===== src/civ_pkg.sv =====
// package: constants and types for the cpu io space and vectoring block
package civ_pkg;
   localparam int NSRC = 35;
   localparam int CLK_NS = 20;
   localparam int TOUT_NS = 3000;
   localparam int TOUT_CYC = (TOUT_NS + CLK_NS - 1) / CLK_NS;
   localparam int ENTRY_CYC = 4;
   localparam int SP_STEP = 2;
   // apb byte offsets
   localparam logic [7:0] A_CTRL = 8'h00;
   localparam logic [7:0] A_EN_LO = 8'h04;
   localparam logic [7:0] A_EN_HI = 8'h08;
   localparam logic [7:0] A_FL_LO = 8'h0C;
   localparam logic [7:0] A_FL_HI = 8'h10;
   localparam logic [7:0] A_VECT = 8'h14;
   localparam logic [7:0] A_SP = 8'h18;
   localparam logic [7:0] A_PC = 8'h1C;
   localparam logic [7:0] A_INSTR = 8'h20;
   localparam logic [7:0] A_DATA = 8'h24;
   // control fields
   localparam int C_GIE = 0;
   localparam int C_SMALL = 1;
   localparam int C_RET = 2;
   localparam int C_BUSY = 3;
   localparam int D_WR = 16;
   localparam int R_BUSY = 8;
   localparam logic [7:0] SP_RST = 8'h0F;
   // io instruction word: opcode, register, io address
   localparam int OP_POS = 11;
   localparam int RS_POS = 6;
   localparam logic [4:0] OP_IN = 5'h16;
   localparam logic [4:0] OP_OUT = 5'h17;
   localparam logic [4:0] OP_BSET = 5'h13;
   localparam logic [4:0] OP_BCLR = 5'h11;
   // address spaces
   localparam logic [6:0] IO_BASE = 7'h20;
   localparam logic [6:0] IO_TOP = 7'h5F;
   localparam logic [5:0] BIT_TOP = 6'h1F;
   localparam logic [5:0] FL_IO_TOP = 6'h04;
   localparam logic [15:0] VEC_RESET = 16'h0000;
   localparam logic [NSRC-1:0] LARGE_ONLY = 35'h3_C780_0000;

   typedef enum logic [1:0] {C_HOLD = 2'b00, C_TOUT = 2'b01, C_RUN = 2'b11, C_PUSH = 2'b10} civ_cpu_e;
   typedef enum logic [1:0] {IO_IDLE = 2'b00, IO_RD = 2'b01, IO_WR = 2'b11} civ_io_e;

   typedef struct packed {
      logic [5:0] addr;
      logic [7:0] data;
   } civ_io_s;

   // lowest bit is highest priority
   typedef struct packed {
      logic two_wire_irq;
      logic fabric_irq_15, fabric_irq_14, fabric_irq_13, fabric_irq_12;
      logic serial1_tx_done_irq, serial1_tx_empty_irq, serial1_rx_done_irq;
      logic fabric_irq_11, fabric_irq_10, fabric_irq_9, fabric_irq_8;
      logic serial0_tx_done_irq, serial0_tx_empty_irq, serial0_rx_done_irq;
      logic fabric_irq_7, fabric_irq_6, fabric_irq_5, fabric_irq_4;
      logic tmr0_overflow_irq, tmr0_compare_irq, tmr1_overflow_irq;
      logic tmr1_compare_b_irq, tmr1_compare_a_irq, tmr1_capture_irq;
      logic tmr2_overflow_irq, tmr2_compare_irq;
      logic pin_irq_3, fabric_irq_3, pin_irq_2, fabric_irq_2;
      logic pin_irq_1, fabric_irq_1, pin_irq_0, fabric_irq_0;
   } civ_irq_s;
endpackage


===== src/civ_top.sv =====
// cpu io space decode, interrupt flags, priority and vectoring
`timescale 1ns/10ps
`default_nettype none
// Behaviour
// - io word: 5b opcode, 5b register, 6b address
// - registers at $00-$1F, io at $20-$5F
// - io address $00-$3F maps to data $20-$5F
// - other accesses reach io through data window
// - writing one clears flag, zero leaves it
// - bit ops read-modify-write the whole register
// - bit ops only for io $00-$1F
// - cpu samples fabric read data on edge
// - contention after read edge is harmless
// - 35 sources, each masked, plus unmasked reset
// - take only with own and global enable
// - lower vector address means higher priority
// - reset at $0000, vectors two words apart
// - $0002-$0010 alternate fabric and pin irqs
// - $0012-$0020 serve the eight timer irqs
// - $0022-$0028 serve fabric irqs 4-7
// - $002A-$002E serve first serial port
// - fabric 8-15 absent on small part
// - $0038-$003C serve second serial port
// - pin low holds reset, then time-out
// - entry clears global enable, return sets it
// - vectoring clears the causing flag
// - masked flags stay pending until serviced
// - vector five cycles after entry, push pc, sp-2
module civ_top
   import civ_pkg::*;
(
   input  wire logic        pclk,
   input  wire logic        presetn,
   input  wire logic        psel,
   input  wire logic        penable,
   input  wire logic        pwrite,
   input  wire logic [7:0]  paddr,
   input  wire logic [31:0] pwdata,
   output logic      [31:0] prdata,
   output logic             pready,
   output logic             pslverr,
   input  wire civ_irq_s    irq_src,
   input  wire logic        cpu_reset_pin_n,
   output civ_io_s          fabric_io,
   output logic             fabric_io_wr_strobe,
   output logic             fabric_io_read_strobe,
   input  wire logic [7:0]  fabric_io_rdata,
   output logic             cpu_run,
   output logic             vec_valid,
   output logic      [15:0] vec_addr
);
   function automatic logic [5:0] prio_f(input logic [NSRC-1:0] p);
      prio_f = 6'd0;
      for (int i = NSRC - 1; i >= 0; i--)
         if (p[i])
            prio_f = 6'(i);
   endfunction

   function automatic logic [15:0] vec_f(input logic [5:0] i);
      vec_f = {9'd0, 6'(i + 6'd1), 1'b0};
   endfunction

   function automatic logic [39:0] lane_f(input logic [7:0] b, input logic [5:0] a);
      lane_f = 40'({32'd0, b} << {a[2:0], 3'b000});
   endfunction

   function automatic logic mapped_f(input logic [7:0] a);
      mapped_f = (a[1:0] == 2'b00) && (a <= A_DATA);
   endfunction

   logic [NSRC-1:0] src, flag_q, en_q, pend, clr_apb, clr_io, clr_vec;
   logic            gie_q, small_q, rs1_q, rs2_q, entry_go, ret_go, apb_wr;
   logic [7:0]      sp_q, tout_q, io_data_q, res_q, rv;
   logic [31:0]     prdata_q;
   logic [7:0]      stk [0:15];
   logic [7:0]      gpr [0:31];
   logic [15:0]     pc_q, vec_addr_q;
   logic [2:0]      ent_q, io_bit_q;
   logic [5:0]      sel_q, io_addr_q;
   logic [4:0]      io_dst_q;
   logic            io_rmw_q, io_setv_q, io_in_q, vec_valid_q, fl_int;
   civ_cpu_e        cpu_st_q;
   civ_io_e         io_st_q;
   logic            go_rd, go_wr, g_rmw, g_setv, g_in, d_gw, d_gr;
   logic [5:0]      g_addr;
   logic [7:0]      g_data;
   logic [4:0]      g_dst;
   logic [2:0]      g_bit;
   logic [6:0]      d_a;

   assign src = irq_src;
   assign apb_wr = psel && penable && pwrite;
   assign pready = 1'b1;
   assign pslverr = psel && penable && !mapped_f(paddr);
   assign prdata = prdata_q;
   assign cpu_run = (cpu_st_q == C_RUN) || (cpu_st_q == C_PUSH);
   assign vec_valid = vec_valid_q;
   assign vec_addr = vec_addr_q;

   // pin passes two flops before use
   always_ff @(posedge pclk or negedge presetn)
      if (!presetn)
      begin
         rs1_q <= 1'b0;
         rs2_q <= 1'b0;
      end
      else
      begin
         rs1_q <= cpu_reset_pin_n;
         rs2_q <= rs1_q;
      end

   // flags pend while masked; set beats any clear
   assign pend = flag_q & en_q & ~(small_q ? LARGE_ONLY : '0);
   assign entry_go = (cpu_st_q == C_RUN) && rs2_q && gie_q && (|pend);
   assign ret_go = apb_wr && (paddr == A_CTRL) && pwdata[C_RET] && (cpu_st_q == C_RUN) && !entry_go;
   assign clr_apb = !apb_wr ? '0 : (paddr == A_FL_LO) ? NSRC'(pwdata) :
                    (paddr == A_FL_HI) ? {pwdata[2:0], 32'd0} : '0;
   assign fl_int = io_addr_q <= FL_IO_TOP;
   assign clr_io = (io_st_q == IO_WR && fl_int) ? NSRC'(lane_f(io_data_q, io_addr_q)) : '0;
   assign clr_vec = (cpu_st_q == C_PUSH && ent_q == 3'(ENTRY_CYC - 1)) ? NSRC'(1) << sel_q : '0;

   always_ff @(posedge pclk or negedge presetn)
      if (!presetn)
         flag_q <= '0;
      else
         flag_q <= (flag_q & ~(clr_apb | clr_io | clr_vec)) | src;

   always_ff @(posedge pclk or negedge presetn)
      if (!presetn)
      begin
         en_q <= '0;
         small_q <= 1'b0;
      end
      else if (apb_wr)
      begin
         if (paddr == A_EN_LO)
            en_q[31:0] <= pwdata;
         else if (paddr == A_EN_HI)
            en_q[NSRC-1:32] <= pwdata[2:0];
         else if (paddr == A_CTRL)
            small_q <= pwdata[C_SMALL];
      end

   // global enable: entry clears, return sets
   always_ff @(posedge pclk or negedge presetn)
      if (!presetn)
         gie_q <= 1'b0;
      else if (!rs2_q || entry_go)
         gie_q <= 1'b0;
      else if (ret_go)
         gie_q <= 1'b1;
      else if (apb_wr && paddr == A_CTRL)
         gie_q <= pwdata[C_GIE];

   // reset hold, time-out, entry sequence
   always_ff @(posedge pclk or negedge presetn)
      if (!presetn)
      begin
         cpu_st_q <= C_HOLD;
         tout_q <= 8'd0;
         ent_q <= 3'd0;
         sel_q <= 6'd0;
         vec_valid_q <= 1'b0;
         vec_addr_q <= VEC_RESET;
      end
      else
      begin
         vec_valid_q <= 1'b0;
         if (!rs2_q)
         begin
            cpu_st_q <= C_HOLD;
            tout_q <= 8'd0;
         end
         else
            case (cpu_st_q)
               C_HOLD: cpu_st_q <= C_TOUT;
               C_TOUT:
                  if (tout_q == 8'(TOUT_CYC - 1))
                  begin
                     cpu_st_q <= C_RUN;
                     vec_valid_q <= 1'b1;
                     vec_addr_q <= VEC_RESET;
                  end
                  else
                     tout_q <= tout_q + 8'd1;
               C_RUN:
                  if (entry_go)
                  begin
                     cpu_st_q <= C_PUSH;
                     ent_q <= 3'd0;
                     sel_q <= prio_f(pend);
                  end
               C_PUSH:
                  if (ent_q == 3'(ENTRY_CYC - 1))
                  begin
                     cpu_st_q <= C_RUN;
                     vec_valid_q <= 1'b1;
                     // source order is the vector table order
                     vec_addr_q <= vec_f(sel_q);
                  end
                  else
                     ent_q <= ent_q + 3'd1;
               default: cpu_st_q <= C_HOLD;
            endcase
      end

   // pc push and pop on a 16 byte stack
   always_ff @(posedge pclk or negedge presetn)
      if (!presetn)
      begin
         sp_q <= SP_RST;
         pc_q <= VEC_RESET;
         for (int i = 0; i < 16; i++)
            stk[i] <= 8'd0;
      end
      else if (entry_go)
      begin
         stk[sp_q[3:0]] <= pc_q[7:0];
         stk[4'(sp_q[3:0] - 4'd1)] <= pc_q[15:8];
         sp_q <= sp_q - 8'(SP_STEP);
      end
      else if (ret_go)
      begin
         pc_q <= {stk[4'(sp_q[3:0] + 4'd1)], stk[4'(sp_q[3:0] + 4'd2)]};
         sp_q <= sp_q + 8'(SP_STEP);
      end
      else if (vec_valid_q)
         pc_q <= vec_addr_q;
      else if (apb_wr && paddr == A_SP)
         sp_q <= pwdata[7:0];
      else if (apb_wr && paddr == A_PC)
         pc_q <= pwdata[15:0];

   // decode of io instruction and data space access
   always_comb
   begin
      go_rd = 1'b0;
      go_wr = 1'b0;
      g_rmw = 1'b0;
      g_setv = 1'b0;
      g_in = 1'b0;
      d_gw = 1'b0;
      d_gr = 1'b0;
      g_addr = pwdata[5:0];
      g_dst = pwdata[RS_POS+:5];
      g_bit = pwdata[RS_POS+:3];
      g_data = gpr[pwdata[RS_POS+:5]];
      d_a = pwdata[6:0];
      if (apb_wr && io_st_q == IO_IDLE && paddr == A_INSTR)
      begin
         if (pwdata[OP_POS+:5] == OP_IN)
         begin
            go_rd = 1'b1;
            g_in = 1'b1;
         end
         else if (pwdata[OP_POS+:5] == OP_OUT)
            go_wr = 1'b1;
         else if ((pwdata[OP_POS+:5] == OP_BSET || pwdata[OP_POS+:5] == OP_BCLR) && g_addr <= BIT_TOP)
         begin
            go_rd = 1'b1;
            g_rmw = 1'b1;
            g_setv = pwdata[OP_POS+:5] == OP_BSET;
         end
      end
      else if (apb_wr && io_st_q == IO_IDLE && paddr == A_DATA)
      begin
         g_addr = 6'(d_a - IO_BASE);
         g_data = pwdata[15:8];
         if (d_a < IO_BASE)
         begin
            d_gw = pwdata[D_WR];
            d_gr = !pwdata[D_WR];
         end
         else if (d_a <= IO_TOP)
         begin
            go_wr = pwdata[D_WR];
            go_rd = !pwdata[D_WR];
         end
      end
   end

   assign rv = fl_int ? 8'({5'd0, flag_q} >> {io_addr_q[2:0], 3'b000}) : fabric_io_rdata;

   // io cycle sequencer: write phase alone, or read phase then optional write back
   always_ff @(posedge pclk or negedge presetn)
      if (!presetn)
      begin
         io_st_q <= IO_IDLE;
         io_addr_q <= 6'd0;
         io_data_q <= 8'd0;
         io_rmw_q <= 1'b0;
         io_setv_q <= 1'b0;
         io_in_q <= 1'b0;
         io_dst_q <= 5'd0;
         io_bit_q <= 3'd0;
         res_q <= 8'd0;
      end
      else
         case (io_st_q)
            IO_IDLE:
            begin
               io_addr_q <= g_addr;
               io_data_q <= g_data;
               io_rmw_q <= g_rmw;
               io_setv_q <= g_setv;
               io_in_q <= g_in;
               io_dst_q <= g_dst;
               io_bit_q <= g_bit;
               if (d_gr)
                  res_q <= gpr[d_a[4:0]];
               if (go_rd)
                  io_st_q <= IO_RD;
               else if (go_wr)
                  io_st_q <= IO_WR;
            end
            IO_RD:
            begin
               // data taken at the edge, so late bus overlap is harmless
               res_q <= rv;
               if (io_rmw_q)
               begin
                  io_data_q <= io_setv_q ? rv | (8'd1 << io_bit_q) : rv & ~(8'd1 << io_bit_q);
                  io_st_q <= IO_WR;
               end
               else
                  io_st_q <= IO_IDLE;
            end
            IO_WR: io_st_q <= IO_IDLE;
            default: io_st_q <= IO_IDLE;
         endcase

   always_ff @(posedge pclk or negedge presetn)
      if (!presetn)
      begin
         for (int i = 0; i < 32; i++)
            gpr[i] <= 8'd0;
      end
      else if (d_gw)
         gpr[d_a[4:0]] <= g_data;
      else if (io_st_q == IO_RD && io_in_q)
         gpr[io_dst_q] <= rv;

   assign fabric_io = '{addr: io_addr_q, data: io_data_q};
   assign fabric_io_read_strobe = (io_st_q == IO_RD) && !fl_int;
   assign fabric_io_wr_strobe = (io_st_q == IO_WR) && !fl_int;

   // read data registered in the setup phase
   always_ff @(posedge pclk or negedge presetn)
      if (!presetn)
         prdata_q <= 32'h0000_0000;
      else if (psel && !penable && !pwrite)
      begin
         if (paddr == A_CTRL)
            prdata_q <= {28'd0, cpu_st_q == C_PUSH, cpu_run, small_q, gie_q};
         else if (paddr == A_EN_LO)
            prdata_q <= en_q[31:0];
         else if (paddr == A_EN_HI)
            prdata_q <= {29'd0, en_q[NSRC-1:32]};
         else if (paddr == A_FL_LO)
            prdata_q <= flag_q[31:0];
         else if (paddr == A_FL_HI)
            prdata_q <= {29'd0, flag_q[NSRC-1:32]};
         else if (paddr == A_VECT)
            prdata_q <= {16'd0, vec_addr_q};
         else if (paddr == A_SP)
            prdata_q <= {24'd0, sp_q};
         else if (paddr == A_PC)
            prdata_q <= {16'd0, pc_q};
         else if (paddr == A_INSTR || paddr == A_DATA)
            prdata_q <= {23'd0, io_st_q != IO_IDLE, res_q};
         else
            prdata_q <= 32'h0000_0000;
      end
endmodule
`default_nettype wire


===== config.mk =====
export PLATFORM = sky130hd
export DESIGN_NAME = civ_top
export DESIGN_NICKNAME = d
export VERILOG_FILES = /design/src/civ_pkg.sv /design/src/civ_top.sv
export SDC_FILE = /design/constraint.sdc
export NUM_CORES = 2
export LEC_CHECK = 0
export BUFFER_PORTS_ARGS = -buffer_cell sky130_fd_sc_hd__buf_4
export CELL_PAD_IN_SITES_DETAIL_PLACEMENT = 1
export CELL_PAD_IN_SITES_GLOBAL_PLACEMENT = 1
export CORE_MARGIN = 3
export CORE_UTILIZATION = 50
export DETAILED_ROUTE_END_ITERATION = 6
export MAX_ROUTING_LAYER = met4
export PLACE_DENSITY_LB_ADDON = 0.1
export RECOVER_POWER = 50
export SKIP_CTS_REPAIR_TIMING = 1
export SLEW_MARGIN = 20
export SYNTH_ARGS = -nofsm -noshare
export SYNTH_HDL_FRONTEND = slang
export SYNTH_SLANG_ARGS = --single-unit

===== constraint.sdc =====
create_clock -name pclk -period 4.1 [get_ports pclk]
set_input_delay 0.82 -clock pclk [delete_from_list [all_inputs] [get_ports pclk]]
set_output_delay 0.82 -clock pclk [all_outputs]
set_load 0.01 [all_outputs]

==> flow_summary_export.csv <==
group,metric,value,unit
run_status,run_status,"finished, violations left",
run_status,violations,"capacitance limit, slew limit",
worst_hold_path,min_path_cells,1,
synth,synth_xor_area_frac,0.00489,
synth,synth_seq_area_share,0.421,
worst_hold_path,hp-class,"input pin to register",
global_route,grt_max_degree,114,
final_layout,fin_area,38800,sq um
synth,synth-edff-count,0,
critical_path,reg2reg_depth,7,
synth,synth-simple-area-share,0.149,
cts,cts.clk_slew.worst_paths,0.06,ns
sta,fin_crit_sh,0.922,
synth,synth_mux_area_frac,0.173,
pwr,vdd_drop_max,0.309,mV
final_layout,final_cell_mix,"568 x dfrtp_1, 498 x nand2_1, 293 x buf_4, 278 x nor2_1, 232 x mux4_2",
critical_path,worstSetupStartpoint,"flag_q[14]",
global_route,grt_pass1_wl,229000,um
critical_path,worstSetupPathType,"register to register",
synth,yosysTopAreaCell,"dfrtp_1",
cts,cts_made_buffers,68,
drt,routedWlPerCell,35.5,um
sta,finalSetupViolCount,0,
cts,cts.htree.levels,3,
global_route,antenna_found_initial,6,
sta,worstMarginPinSlew,2.65,ns
critical_path,crit_fanout,33,
synth,synth_compound_area_frac,0.203,
sta,drv_slew,83,
critical_path,r2r-start,"flag_q[14]",
drt,initialDrtViolationCount,4193,
sta,slew_headroom,-0.765,
global_route,track_usage,0.449,
synth,synthAdderAreaFrac,0.00883,
global_route,grt_overflow,0,
sta,finClkSkew,0.0229,ns
die,ios,157,
die,die_w,267,um
synth,syn_inst,3324,
final_layout,finalNetCount,3559,
sta,fin_hold_ws,0.341,ns
cts,clockBufferDepth,3,
die,rows,94,
sta,hold_viol_final,0,
synth,syn-cell-area,34000,sq um
final_layout,syn2layout_area_growth,13.9,%
worst_hold_path,min-delay-start,"cpu_reset_pin_n",
drt,viasPerCell,7.50,
sta,rsz0062_at_grt,"false",
pwr,p_per_area,417,nW/um^2
drt,totalWireLength,155000,um
sta,max_freq,0.265,GHz
cts,insertion_delay,0.62,ns
final_layout,drive_above_1_share,0.218,
place,port_buffers,145,
place,place_congestion,1.07,
pwr,p_leak,16.1,nW
drt,firstDrtPassIters,6,
global_route,grt_pass1_vias,33800,
final_layout,layout_commonest_cell,"dfrtp_1",
synth,synthArstFlopShare,1.00,
synth,synth_seq_cells,572,
synth,avgSynthCellArea,10.2,sq um
critical_path,arrival,4.21,ns
critical_path,cp.required,4.53,ns
sta,finalSetupTns,0,ns
synth,synth_ff_type,"dfrtp_1",
cts,root_buffer,"clkbuf_16",
flow_run,max-cap-violations,1,
synth,yosysTopAreaCellShare,0.418,
sta,period_needed,3.78,ns
place,hpwl,109000,um
drt,vias,32700,
cts,cts_tree,"yes",
critical_path,cp-start-kind,"register",
cts,cts.sinks,572,
synth,synth.area.top_cells,"dfrtp_1 42%, mux4_2 15%, nand2_1 5.5%, a221o_1 3.8%, nor2_1 3.1%",
drt,route.detailed.drc,0,
die,die_h,267,um
die,die_area,71200,sq um
synth,synth_top_family_by_area,"compound AO/OA/AOI/OAI gates",
place,placed_area,36600,sq um
drt,final_antenna_net_count,0,
synth,yosys_warnings,0,
critical_path,end_kind,"register",
die,core_area,66600,sq um
synth,synth_cell_types,82,
die,initial_core_util,0.511,
## layer usage
metal | track usage | vias up | share of wire
li1 | - | 13000 | -
met1 | 0.550 | 16700 | 0.36
met2 | 0.687 | 2388 | 0.46
met3 | 0.0924 | 698 | 0.10
met4 | 0.281 | 0 | 0.081
met5 | - | - | 0
## critical path: stages (launching register included)
cell,delay (ns)
dfrtp_1,0.48
a22oi_1,0.44
nand4_1,0.24
nor2_1,0.46
a31o_2,0.79
nand2_1,0.77
nand2_1,0.27
o21ai_0,0.15
## metrics by stage
stage	power (mW)	cells	utilization	setup slack, ns
finish	16.2	4362	0.582	0.320
floorplan	8.03	3333	-	0.530
detailed placement	9.82	4240	0.550	0.322
global route	16.6	4361	0.582	0.0453
global placement	9.71	4240	0.550	0.396
CTS	16.0	4356	0.583	0.375
## report_power, final
part	switching, mW	internal, mW
sequential	0.806	5.89
clock	2.56	3.73
combinational	2.26	0.918
total	5.63	10.5
## area by class of cell
class	count	area [sq um]
sequential	572	14300
antenna	6	15.0
fill	7184	27800
tap	864	1080
clock buffer	96	1980
multi-input combinational	2443	18400
inverter	33	124
timing repair buffer	328	2520
clock inverter	20	260
## cell usage after synthesis, types with 38 or more instances
cell / count
o211ai_1: 100
nand3_1: 43
nor2_1: 279
mux2_2: 38
o22ai_1: 126
o21ai_0: 136
a22oi_1: 125
clkbuf_1: 177
dfrtp_1: 568
a221o_1: 130
nor3_1: 89
mux4_2: 232
a21oi_1: 174
buf_1: 49
nand2_1: 498
## sequential cells by signal (all words and copies together), names as in the netlist, 16 cells and up
signal  flops
gpr       256
stk       128
en_q       35
flag_q     35
prdata     32
pc_q       16
## kinds of logic after synthesis
kind of cell               count (synthesis)
DFF                                      572
muxes                                    292
adders and majority gates                 24
other                                      2
buffers and inverters                    318
xor gates and xnor gates                  19
AOI/OAI and AO/OA                        983
and+or+nand+nor                         1114
## final timing paths
| kind | end | slack, ns |
|---|---|---|
| max | pc_q[12] | 0.32 |
| min | rs1_q | 0.34 |
| max reg2reg | pc_q[12] | 0.32 |
| min reg2reg | rs2_q | 0.35 |
| max in group asynchronous | gpr[95] | 0.46 |
| min in group asynchronous | prdata[19] | 1.04 |
(Power assumes the default switching activity.)
